--- src/verilog/port_ctl_cfg.svh ---
// register offsets, field positions, reset values and timing counts
// for the root hub port reset / suspend control block
`ifndef PORT_CTL_CFG_SVH
`define PORT_CTL_CFG_SVH

`define OFF_PORT_STATUS   12'h000
`define OFF_PORT_CMD      12'h004
`define OFF_IRQ_STATUS    12'h008
`define OFF_IRQ_MASK      12'h00C
`define OFF_CONFIG        12'h010

// port status / command bit positions
`define BIT_CONNECTED     0
`define BIT_SET_SUSPEND   2
`define BIT_SUSPENDED     2
`define BIT_OVERCURRENT   3
`define BIT_BEGIN_RESUME  3
`define BIT_RESET_ACTIVE  4
`define BIT_RESUMING      5
`define BIT_CONNECT_CHG   16
`define BIT_SUSPEND_CHG   18
`define BIT_OVERCUR_CHG   19
`define BIT_RESET_CHG     20

// config bit positions
`define BIT_PER_PORT_OC   0
`define BIT_BUS_RESUME    1

`define CONFIG_RESET      2'h1
`define MASK_RESET        5'h00

// reset and resume signalling lengths
`define RESET_TIME_US     10
`define RESUME_TIME_US    20
`define CLK_MHZ           125

`endif

--- src/verilog/port_ctl_pkg.sv ---
// types shared by the port reset / suspend control block
package port_ctl_pkg;

  typedef enum logic [1:0]
  {
    port_idle     = 2'b00,
    port_resetting = 2'b01,
    port_suspend  = 2'b10,
    port_resuming = 2'b11
  } port_state_type;

endpackage

--- src/verilog/port_ctl.sv ---
// root hub downstream port: reset, overcurrent and suspend/resume control
// assumes an apb master on pclk; link pins come from outside and are synced
//
// How it works
// [RQ1] reset status reads one during reset signalling
// [RQ2] writing one starts reset; zero ignored
// [RQ3] reset to disconnected port sets connect change
// [RQ4] overcurrent reads zero without per-port reporting
// [RQ5] overcurrent bit follows the overcurrent input
// [RQ6] begin-resume acts only while suspended
// [RQ7] suspend set by write, held through resume
// [RQ8] suspend never set while disconnected
// [RQ9] reset end and bus resume clear suspend
// [RQ10] upstream resume forwarded to host controller
// [RQ11] suspend reads zero when idle, one suspended
// [RQ12] reset bit clears as reset change sets
// [RQ13] connected bit shows present attachment
// [RQ14] change flags sticky until software clears
// [RQ15] commands act in one pclk cycle
//
// The implementer's own choices: the register addresses and the APB interface to the registers.
`timescale 1ns/1ns
`default_nettype none
`include "port_ctl_cfg.svh"

module port_ctl
  import port_ctl_pkg::*;
#(
  parameter int reset_cycles  = `RESET_TIME_US * `CLK_MHZ,
  parameter int resume_cycles = `RESUME_TIME_US * `CLK_MHZ
)
(
  input  wire logic        pclk,
  input  wire logic        presetn,
  input  wire logic        psel,
  input  wire logic        penable,
  input  wire logic        pwrite,
  input  wire logic [11:0] paddr,
  input  wire logic [31:0] pwdata,
  output logic      [31:0] prdata,
  output logic             pready,
  output logic             pslverr,
  input  wire logic        device_attached,
  input  wire logic        overcurrent_in,
  input  wire logic        upstream_resume_in,
  output logic             port_reset_drive,
  output logic             port_resume_drive,
  output logic             upstream_resume,
  output logic             irq
);

  localparam int cnt_w = 32;

  // three-stage synchronisers, one per link input
  logic [2:0] sync [3];
  logic [2:0] pin_in;
  logic [2:0] pin_level;

  assign pin_in = {upstream_resume_in, overcurrent_in, device_attached};

  genvar g;
  generate
    for (g = 0; g < 3; g++)
    begin : gen_sync
      always_ff @(posedge pclk or negedge presetn)
      begin
        if (!presetn)
          sync[g] <= 3'h0;
        else
          sync[g] <= {sync[g][1:0], pin_in[g]};
      end

      // a change counts once stages two and three agree
      always_ff @(posedge pclk or negedge presetn)
      begin
        if (!presetn)
          pin_level[g] <= 1'b0;
        else if (sync[g][1] == sync[g][2])
          pin_level[g] <= sync[g][2];
      end
    end
  endgenerate

  logic port_connected;
  logic oc_level;
  logic up_resume_level;

  assign port_connected  = pin_level[0]; // see [RQ13]
  assign oc_level        = pin_level[1];
  assign up_resume_level = pin_level[2];

  // apb decode; single-cycle access, pready always high
  logic wr_access;
  logic rd_access;
  logic mapped;

  assign wr_access = psel && penable && pwrite;
  assign rd_access = psel && !penable && !pwrite;
  assign mapped    = (paddr == `OFF_PORT_STATUS) || (paddr == `OFF_PORT_CMD)
                  || (paddr == `OFF_IRQ_STATUS) || (paddr == `OFF_IRQ_MASK)
                  || (paddr == `OFF_CONFIG);

  logic cmd_wr;
  logic irq_wr;
  logic start_port_reset_cmd;
  logic set_suspend_cmd;
  logic begin_resume_cmd;

  assign cmd_wr = wr_access && (paddr == `OFF_PORT_CMD);
  assign irq_wr = wr_access && (paddr == `OFF_IRQ_STATUS);
  assign start_port_reset_cmd = cmd_wr && pwdata[`BIT_RESET_ACTIVE]; // see [RQ2]
  assign set_suspend_cmd      = cmd_wr && pwdata[`BIT_SET_SUSPEND];
  assign begin_resume_cmd     = cmd_wr && pwdata[`BIT_BEGIN_RESUME]; // see [RQ6]

  logic [1:0] config_reg;
  logic [4:0] irq_mask;

  always_ff @(posedge pclk or negedge presetn)
  begin
    if (!presetn)
      config_reg <= `CONFIG_RESET;
    else if (wr_access && paddr == `OFF_CONFIG)
      config_reg <= pwdata[1:0];
  end

  always_ff @(posedge pclk or negedge presetn)
  begin
    if (!presetn)
      irq_mask <= `MASK_RESET;
    else if (wr_access && paddr == `OFF_IRQ_MASK)
      irq_mask <= pwdata[4:0];
  end

  logic bus_resume_state;
  assign bus_resume_state = config_reg[`BIT_BUS_RESUME];

  // port state machine
  port_state_type state;
  logic [cnt_w-1:0] timer;
  logic reset_done;
  logic resume_done;

  assign reset_done  = (state == port_resetting) && (timer == 32'h0);
  assign resume_done = (state == port_resuming) && (timer == 32'h0);

  // start strobes feed the drives too, so signalling covers exactly the
  // cycles in which the status bit reads one, not one cycle fewer
  logic reset_start;
  logic resume_abort;
  logic resume_start;

  assign reset_start  = start_port_reset_cmd && port_connected
                     && ((state == port_idle) || (state == port_suspend));
  assign resume_abort = bus_resume_state || !port_connected;
  assign resume_start = (state == port_suspend) && begin_resume_cmd
                     && !reset_start && !resume_abort;

  always_ff @(posedge pclk or negedge presetn)
  begin
    if (!presetn)
    begin
      state <= port_idle;
      timer <= 32'h0;
    end
    else
    begin
      unique case (state)
        port_idle:
        begin
          if (reset_start) // see [RQ3] [RQ15]
          begin
            state <= port_resetting;
            timer <= cnt_w'(reset_cycles - 1);
          end
          else if (set_suspend_cmd && port_connected) // see [RQ8]
            state <= port_suspend;
        end
        port_resetting:
        begin
          if (timer != 32'h0)
            timer <= timer - 32'h1;
          else
            state <= port_idle; // see [RQ12]
        end
        port_suspend:
        begin
          if (reset_start)
          begin
            state <= port_resetting;
            timer <= cnt_w'(reset_cycles - 1);
          end
          else if (bus_resume_state || !port_connected)
            state <= port_idle; // see [RQ9]
          else if (begin_resume_cmd) // see [RQ6]
          begin
            state <= port_resuming;
            timer <= cnt_w'(resume_cycles - 1);
          end
        end
        port_resuming:
        begin
          if (bus_resume_state || !port_connected)
            state <= port_idle; // see [RQ9]
          else if (timer != 32'h0)
            timer <= timer - 32'h1;
          else
            state <= port_idle; // see [RQ7]
        end
      endcase
    end
  end

  // a reset taken while suspended keeps suspend visible until the reset
  // change flag sets; otherwise software would see suspend drop early
  logic suspend_in_reset;

  always_ff @(posedge pclk or negedge presetn)
  begin
    if (!presetn)
      suspend_in_reset <= 1'b0;
    else if (reset_start && (state == port_suspend))
      suspend_in_reset <= 1'b1;
    else if (reset_done || bus_resume_state || !port_connected)
      suspend_in_reset <= 1'b0; // see [RQ9]
  end

  logic port_reset_active;
  logic port_suspended;
  logic port_overcurrent_flag;

  assign port_reset_active     = (state == port_resetting); // see [RQ1]
  assign port_suspended        = (state == port_suspend)
                              || (state == port_resuming)
                              || suspend_in_reset; // see [RQ7] [RQ11]
  assign port_overcurrent_flag = oc_level && config_reg[`BIT_PER_PORT_OC]; // see [RQ4] [RQ5]

  // sticky change flags: set wins over write-one-to-clear
  logic [4:0] change_set;
  logic [4:0] change_flags;
  logic       oc_prev;
  logic       conn_prev;

  always_ff @(posedge pclk or negedge presetn)
  begin
    if (!presetn)
    begin
      oc_prev   <= 1'b0;
      conn_prev <= 1'b0;
    end
    else
    begin
      oc_prev   <= port_overcurrent_flag;
      conn_prev <= port_connected;
    end
  end

  // order: connect, suspend, overcurrent, reset, resume-upstream
  assign change_set[0] = (conn_prev != port_connected)
                      || (start_port_reset_cmd && !port_connected); // see [RQ3]
  assign change_set[1] = resume_done; // see [RQ7]
  assign change_set[2] = port_overcurrent_flag && !oc_prev;
  assign change_set[3] = reset_done; // see [RQ12]
  assign change_set[4] = up_resume_level && port_suspended;

  generate
    for (g = 0; g < 5; g++)
    begin : gen_flag
      always_ff @(posedge pclk or negedge presetn)
      begin
        if (!presetn)
          change_flags[g] <= 1'b0;
        else if (change_set[g])
          change_flags[g] <= 1'b1; // see [RQ14]
        else if (irq_wr && pwdata[g])
          change_flags[g] <= 1'b0;
      end
    end
  endgenerate

  logic connect_change_flag;
  logic suspend_change_flag;
  logic reset_change_flag;

  assign connect_change_flag = change_flags[0];
  assign suspend_change_flag = change_flags[1];
  assign reset_change_flag   = change_flags[3];

  logic [31:0] status_word;
  always_comb
  begin
    status_word = 32'h0;
    status_word[`BIT_CONNECTED]    = port_connected;
    status_word[`BIT_SUSPENDED]    = port_suspended;
    status_word[`BIT_OVERCURRENT]  = port_overcurrent_flag;
    status_word[`BIT_RESET_ACTIVE] = port_reset_active;
    status_word[`BIT_RESUMING]     = (state == port_resuming);
    status_word[`BIT_CONNECT_CHG]  = connect_change_flag;
    status_word[`BIT_SUSPEND_CHG]  = suspend_change_flag;
    status_word[`BIT_OVERCUR_CHG]  = change_flags[2];
    status_word[`BIT_RESET_CHG]    = reset_change_flag;
  end

  logic [31:0] next_prdata;
  always_comb
  begin
    unique case (paddr)
      `OFF_PORT_STATUS: next_prdata = status_word;
      `OFF_IRQ_STATUS:  next_prdata = {27'h0, change_flags};
      `OFF_IRQ_MASK:    next_prdata = {27'h0, irq_mask};
      `OFF_CONFIG:      next_prdata = {30'h0, config_reg};
      default:          next_prdata = 32'h0;
    endcase
  end

  // read data captured in setup so it is registered by the access phase
  always_ff @(posedge pclk or negedge presetn)
  begin
    if (!presetn)
    begin
      prdata  <= 32'h0;
      pslverr <= 1'b0;
      pready  <= 1'b0;
    end
    else
    begin
      pready  <= 1'b1;
      pslverr <= psel && !penable && !mapped;
      if (rd_access)
        prdata <= next_prdata;
    end
  end

  always_ff @(posedge pclk or negedge presetn)
  begin
    if (!presetn)
    begin
      port_reset_drive  <= 1'b0;
      port_resume_drive <= 1'b0;
      upstream_resume   <= 1'b0;
      irq               <= 1'b0;
    end
    else
    begin
      port_reset_drive  <= reset_start || (port_reset_active && !reset_done);
      port_resume_drive <= resume_start
                        || ((state == port_resuming) && !resume_done && !resume_abort);
      upstream_resume   <= up_resume_level && port_suspended; // see [RQ10]
      irq               <= |(change_flags & irq_mask);
    end
  end

endmodule
`default_nettype wire

--- config.mk ---
export PLATFORM = sky130hd
export DESIGN_NAME = port_ctl
export DESIGN_NICKNAME = d
export VERILOG_FILES = /design/src/verilog/port_ctl_pkg.sv /design/src/verilog/port_ctl.sv
export VERILOG_INCLUDE_DIRS = /design/src /design/src/verilog
export SDC_FILE = /design/constraint.sdc
export NUM_CORES = 1
export LEC_CHECK = 0
export BUFFER_PORTS_ARGS = -buffer_cell sky130_fd_sc_hd__buf_4
export CAP_MARGIN = 20
export CORE_MARGIN = 2
export CORE_UTILIZATION = 45
export DETAILED_ROUTE_END_ITERATION = 7
export GPL_TIMING_DRIVEN = 0
export PLACE_DENSITY_LB_ADDON = 0.12
export SLEW_MARGIN = 20
export SYNTH_ARGS = -nofsm -noshare
export SYNTH_HDL_FRONTEND = slang
export SYNTH_SLANG_ARGS = --single-unit
--- constraint.sdc ---
create_clock -name pclk -period 2.29 [get_ports pclk]
set_input_delay 0.458 -clock pclk [delete_from_list [all_inputs] [get_ports pclk]]
set_output_delay 0.458 -clock pclk [all_outputs]
set_load 0.02 [all_outputs]
* Yosys cells after proc, flatten, opt, wreduce, memory -nomap -nowiden
Index checks and enable logic that the tools add are counted.
Operators by class: reductions and logical operators 68, multipliers 0, shift-type cells 0, add/subtract/negate cells 1, bitwise operators 1, order comparisons 0, div/mod/pow operators 0, eq/ne operators 17, muxes and demuxes 28
Operators with widths (number):
- $mux 32 | 6
- $pmux 32 s4 | 1
- $pmux 21 s4 | 1
- $logic_and 1x1->1 | 33
- $logic_not 32->1 | 1
- $reduce_bool 32->1 | 1
- $sub 32x1->32 const B | 1
- $eq 12x4->1 const B | 2
- $mux 2 | 7
- $logic_or 1x1->1 | 13
- $eq 12x3->1 const B | 1
- $eq 12x5->1 const B | 1
- $logic_not 12->1 | 1
- $mux 1 | 12
- $reduce_bool 2->1 | 6
- $logic_not 1->1 | 9
- $pmux 2 s4 | 1
- $ne 3x3->1 const B | 2
- $and 5x5->5 | 1
- $reduce_or 5->1 | 1
- $eq 2x2->1 const B | 2
- $ne 2x2->1 const B | 2
- $ne 4x4->1 const B | 1
- $reduce_and 4->1 | 1
- other kinds (6) | 8
Storage, ports and cells: word-level logic and storage cells 140, output and inout port bits 38, bits in latches 0, bits in read-only memories 0, register bits 99, input port bits 52, bits in writable memories 0, memories 0

* Longest topological paths before layout
depth in word-level cells 10, depth in mapped cells 10, depth with buffers taken out 9

* Worst setup path after synthesis
OpenSTA, ideal clock, no wires.
kind flip-flop to flip-flop, from reg timer[0], to reg suspend_in_reset, library setup time 136 ps, arrival 2189 ps, cell stages (with the launch flop) 10, slack -35 ps, buffers on the path 1, clock period less this slack 2325 ps, required time 2154 ps, cells stage by stage dfrtp_1 -> inv_1 -> ha_1 -> nor4b_2 -> nand3_1 -> clkbuf_1 -> or3_1 -> or3_1 -> o21ai_0 -> o21ai_0
Between the ends: longest elaborated chain between the ends 5
Ends and longest elaborated chain:
- from (decl) | RTL line port_ctl.sv:139 | logic [cnt_w-1:0] timer;
- from (signal assigned) | RTL line port_ctl.sv:173 | timer <= cnt_w'(reset_cycles - 1);
- from (signal assigned) | RTL line port_ctl.sv:181 | timer <= timer - 32'h1;
- from (signal assigned) | RTL line port_ctl.sv:190 | timer <= cnt_w'(reset_cycles - 1);
- $logic_not 32->1 | RTL line port_ctl.sv:143 | assign reset_done = (state == port_resetting) && (timer == 32'h0);
- $logic_and 1x1->1 | RTL line port_ctl.sv:143
- $logic_or 1x1->1 (2 in a row) | RTL line port_ctl.sv:223 | else if (reset_done || bus_resume_state || !port_connected)
- $reduce_bool 2->1 (no line)
- to (signal assigned) | RTL line port_ctl.sv:220 | suspend_in_reset <= 1'b0;
- to (signal assigned) | RTL line port_ctl.sv:222 | suspend_in_reset <= 1'b1;
- to (signal assigned) | RTL line port_ctl.sv:224 | suspend_in_reset <= 1'b0;
- to (decl) | RTL line port_ctl.sv:215 | logic suspend_in_reset;
No other way between the ends. A chain may end at the register's enable or synchronous reset.

* Worst setup path in the final report
from reg timer[27], to reg timer[8]
Between the ends: longest elaborated chain between the ends 4
Ends and longest elaborated chain (RTL line):
- $reduce_bool 32->1 (*) | port_ctl.sv:180, port_ctl.sv:204
- $mux 32 (*)
- $mux 32
- $pmux 32 s4 (*)
Every way passes the cells marked *; elsewhere a longest branch is shown, timed or not. The select of a mux whose other input is x is not followed.

==> metrics.csv <==
metric;value;unit
status;finished with violations;
violations;negative setup slack;
synth-seq-area-share;49.55;%
worst-setup-path-type;reg2reg;
diodes;0;
via_per_inst;5.299;
cp-start-kind;flop;
area_growth_syn_to_layout;29.52;%
synth.top_cell.area_share;48.87;%
vias;3206;
required;2.53;ns
cp_max_fo;6;
holdWs;0.2059;ns
p_int;1.998;mW
coreArea;0.008299;mm2
pwr-share-clk;40.6;%
p_per_area;527.4;mW/mm2
cts.path.max_buffers;2;
htree_levels;3;
synthCells;395;
grt_max_degree;78;
dr.pass1.iters;4;
synth-edff-count;0;
die_h;96.99;um
gp_congestion;0.9032;
regMostFlops;timer;
drt-initial-drc-count;129;
clock.fmax;423.4;MHz
fin_skew;0.01772;ns
largest_register_ffs;32;
p_sw;660.4;uW
ir_drop;0.0003690;V
power.leakage;2.325;nW
setup_ws;-0.07180;ns
synth_area_per_cell;9.851;um2
wl_per_cell;14.79;um
numCtsBuffers;9;
cts.sink_count;77;
cts.clk_slew.worst_paths;0.08;ns
grt_usage;19.09;%
io_pins;90;
drc;0;
tns;-0.4157;ns
finalHoldViolCount;0;
nets;548;
die-width;96.99;um
synth_area_leaders;dfrtp_1 (49%), xnor2_1 (4.5%), buf_4 (4.2%);
drive_gt1_share;33.00;%
final_common_cell;buf_4;
slew_violations;0;
yosys_warnings;0;
worstPathArrival;2.60;ns
row_count;33;
wl;8949;um
period_share;103.1;%
worst_slew_pin_slew;0.6971;ns
dieArea;0.009407;mm2
rsz0062_at_grt;true;
comb_power_share;7.2;%
clk_latency;0.36;ns
p_sw_share;24.84;%
synth_area;0.003891;mm2
grt_pass1_wl;14500;um
cts_tree;built;
hpwl;5837;um
cts-root-buf;clkbuf_8;
grt_pass1_vias;2932;
numPortBuffers;40;
ant_nets;0;
fin_area;0.005040;mm2
slew_headroom;53.10;%
placed_area;0.004412;mm2
total_power;2.658;mW
cap_violations;0;
hold_path_class;in2reg;
finalCriticalPeriod;2.362;ns
seqPwrFrac;52.1;%
ys.flop_type;dfrtp_1;
antenna_found_initial;0;
synth-seq-cells;77;
async_reset_ff_share;100.0;%
post-synth-top-area-cell;dfrtp_1;
start_util;46.89;%
final_cell_mix;buf_4 (85), dfrtp_1 (76), nand2_1 (40);
critPathCaptureType;flop;
globalRouteOverflowTotal;0;
finalSetupViolCount;13;
top_regs;timer: 32 flops, prdata: 10 flops, sync: 9 flops;
synth_cell_type_count;59;
-- cell usage after synthesis (3+ instances only) --
cell type	n
dfrtp_1	76
a21oi_1	11
a211oi_1	4
nor2_1	38
buf_2	3
and2_1	3
buf_4	22
maj3_1	3
nor2b_1	6
o21ai_0	14
a31oi_1	4
a21o_1	3
nor3_1	19
or3_1	8
nand2_1	40
nand3_1	10
or2_2	5
nor3b_1	3
mux2_2	8
clkbuf_1	11
xnor2_1	20
nor4_1	20
nand2b_1	6
inv_1	9
-- layout make-up --
class / instances / area, um2
tap: 105 / 131.4
timing repair buffer: 68 / 548.0
inverter: 9 / 37.54
clock buffer: 10 / 137.6
sequential: 77 / 1928
fill: 693 / 3259
multi-input combinational: 292 / 1904
buffer: 38 / 281.5
clock inverter: 6 / 71.32
-- layer usage --
layer	GRT usage, %	up-vias	wire length (um)
met1	27.29	1544	4116
li1	-	1547	-
met5	0	-	0
met3	4.552	9	532
met4	6.609	0	115
met2	28.53	106	4184
-- final timing paths --
check                           slack, ns                        end                  start  depth (start not counted)
worst max-delay path                -0.07       timer[8]$_DFFE_PN0P_  timer[27]$_DFFE_PN0P_                          7
min in group asynchronous            0.50     prdata[19]$_DFFE_PN0P_                presetn                          2
worst min-delay path                 0.21          sync[0]$_DFF_PN0_     upstream_resume_in                          1
max in group asynchronous            1.15  config_reg[0]$_DFFE_PN1P_                presetn                          3
worst min register to register       0.36          sync[7]$_DFF_PN0_      sync[6]$_DFF_PN0_                          0
worst max register to register      -0.07       timer[8]$_DFFE_PN0P_  timer[27]$_DFFE_PN0P_                          7
-- through the flow --
stage                     utilization, %  std cells  worst slack (ns)
after floorplan                        -        416          0.005787
after global placement             53.16        561           -0.7101
after detailed placement           53.16        561           -0.7286
after CTS                          57.95        592          -0.07125
after global routing               60.73        605           -0.2013
final                              60.73        605          -0.07180
-- worst max-delay path, cell delays in order (launching register included) --
cell	delay (ns)
dfrtp_1	0.38
or4_4	0.54
or4_4	0.46
nor4_4	0.20
buf_6	0.18
nor4_1	0.05
a21o_1	0.16
a221o_1	0.28
-- cell families after synthesis --
kind of cell / after synthesis / share of synthesized area, %
xor gates and xnor gates: 20 / 4.502
DFF: 77 / 49.55
other: 2 / 0.1930
and+or+nand+nor: 176 / 24.08
muxes: 10 / 2.830
adders and majority gates: 4 / 1.093
buffers and inverters: 47 / 7.138
AOI/OAI and AO/OA: 59 / 10.61
-- power by group through the flow --
stage	sequential, mW	combinational (mW)	clock, mW
after floorplan	1.41	0.100	0
after global placement	1.41	0.180	0
after detailed placement	1.41	0.182	0
after CTS	1.39	0.184	1.11
after global routing	1.39	0.211	1.16
final	1.39	0.192	1.08
-- what timing repair did --
item	in CTS	in global routing
hold endpoints to repair	0	19
resized for setup	21	34
hold buffers	0	1
pin swaps	4	13
endpoints found under the setup margin	35	39
buffers inserted	15	11
Power figures use the tool's default switching activity.
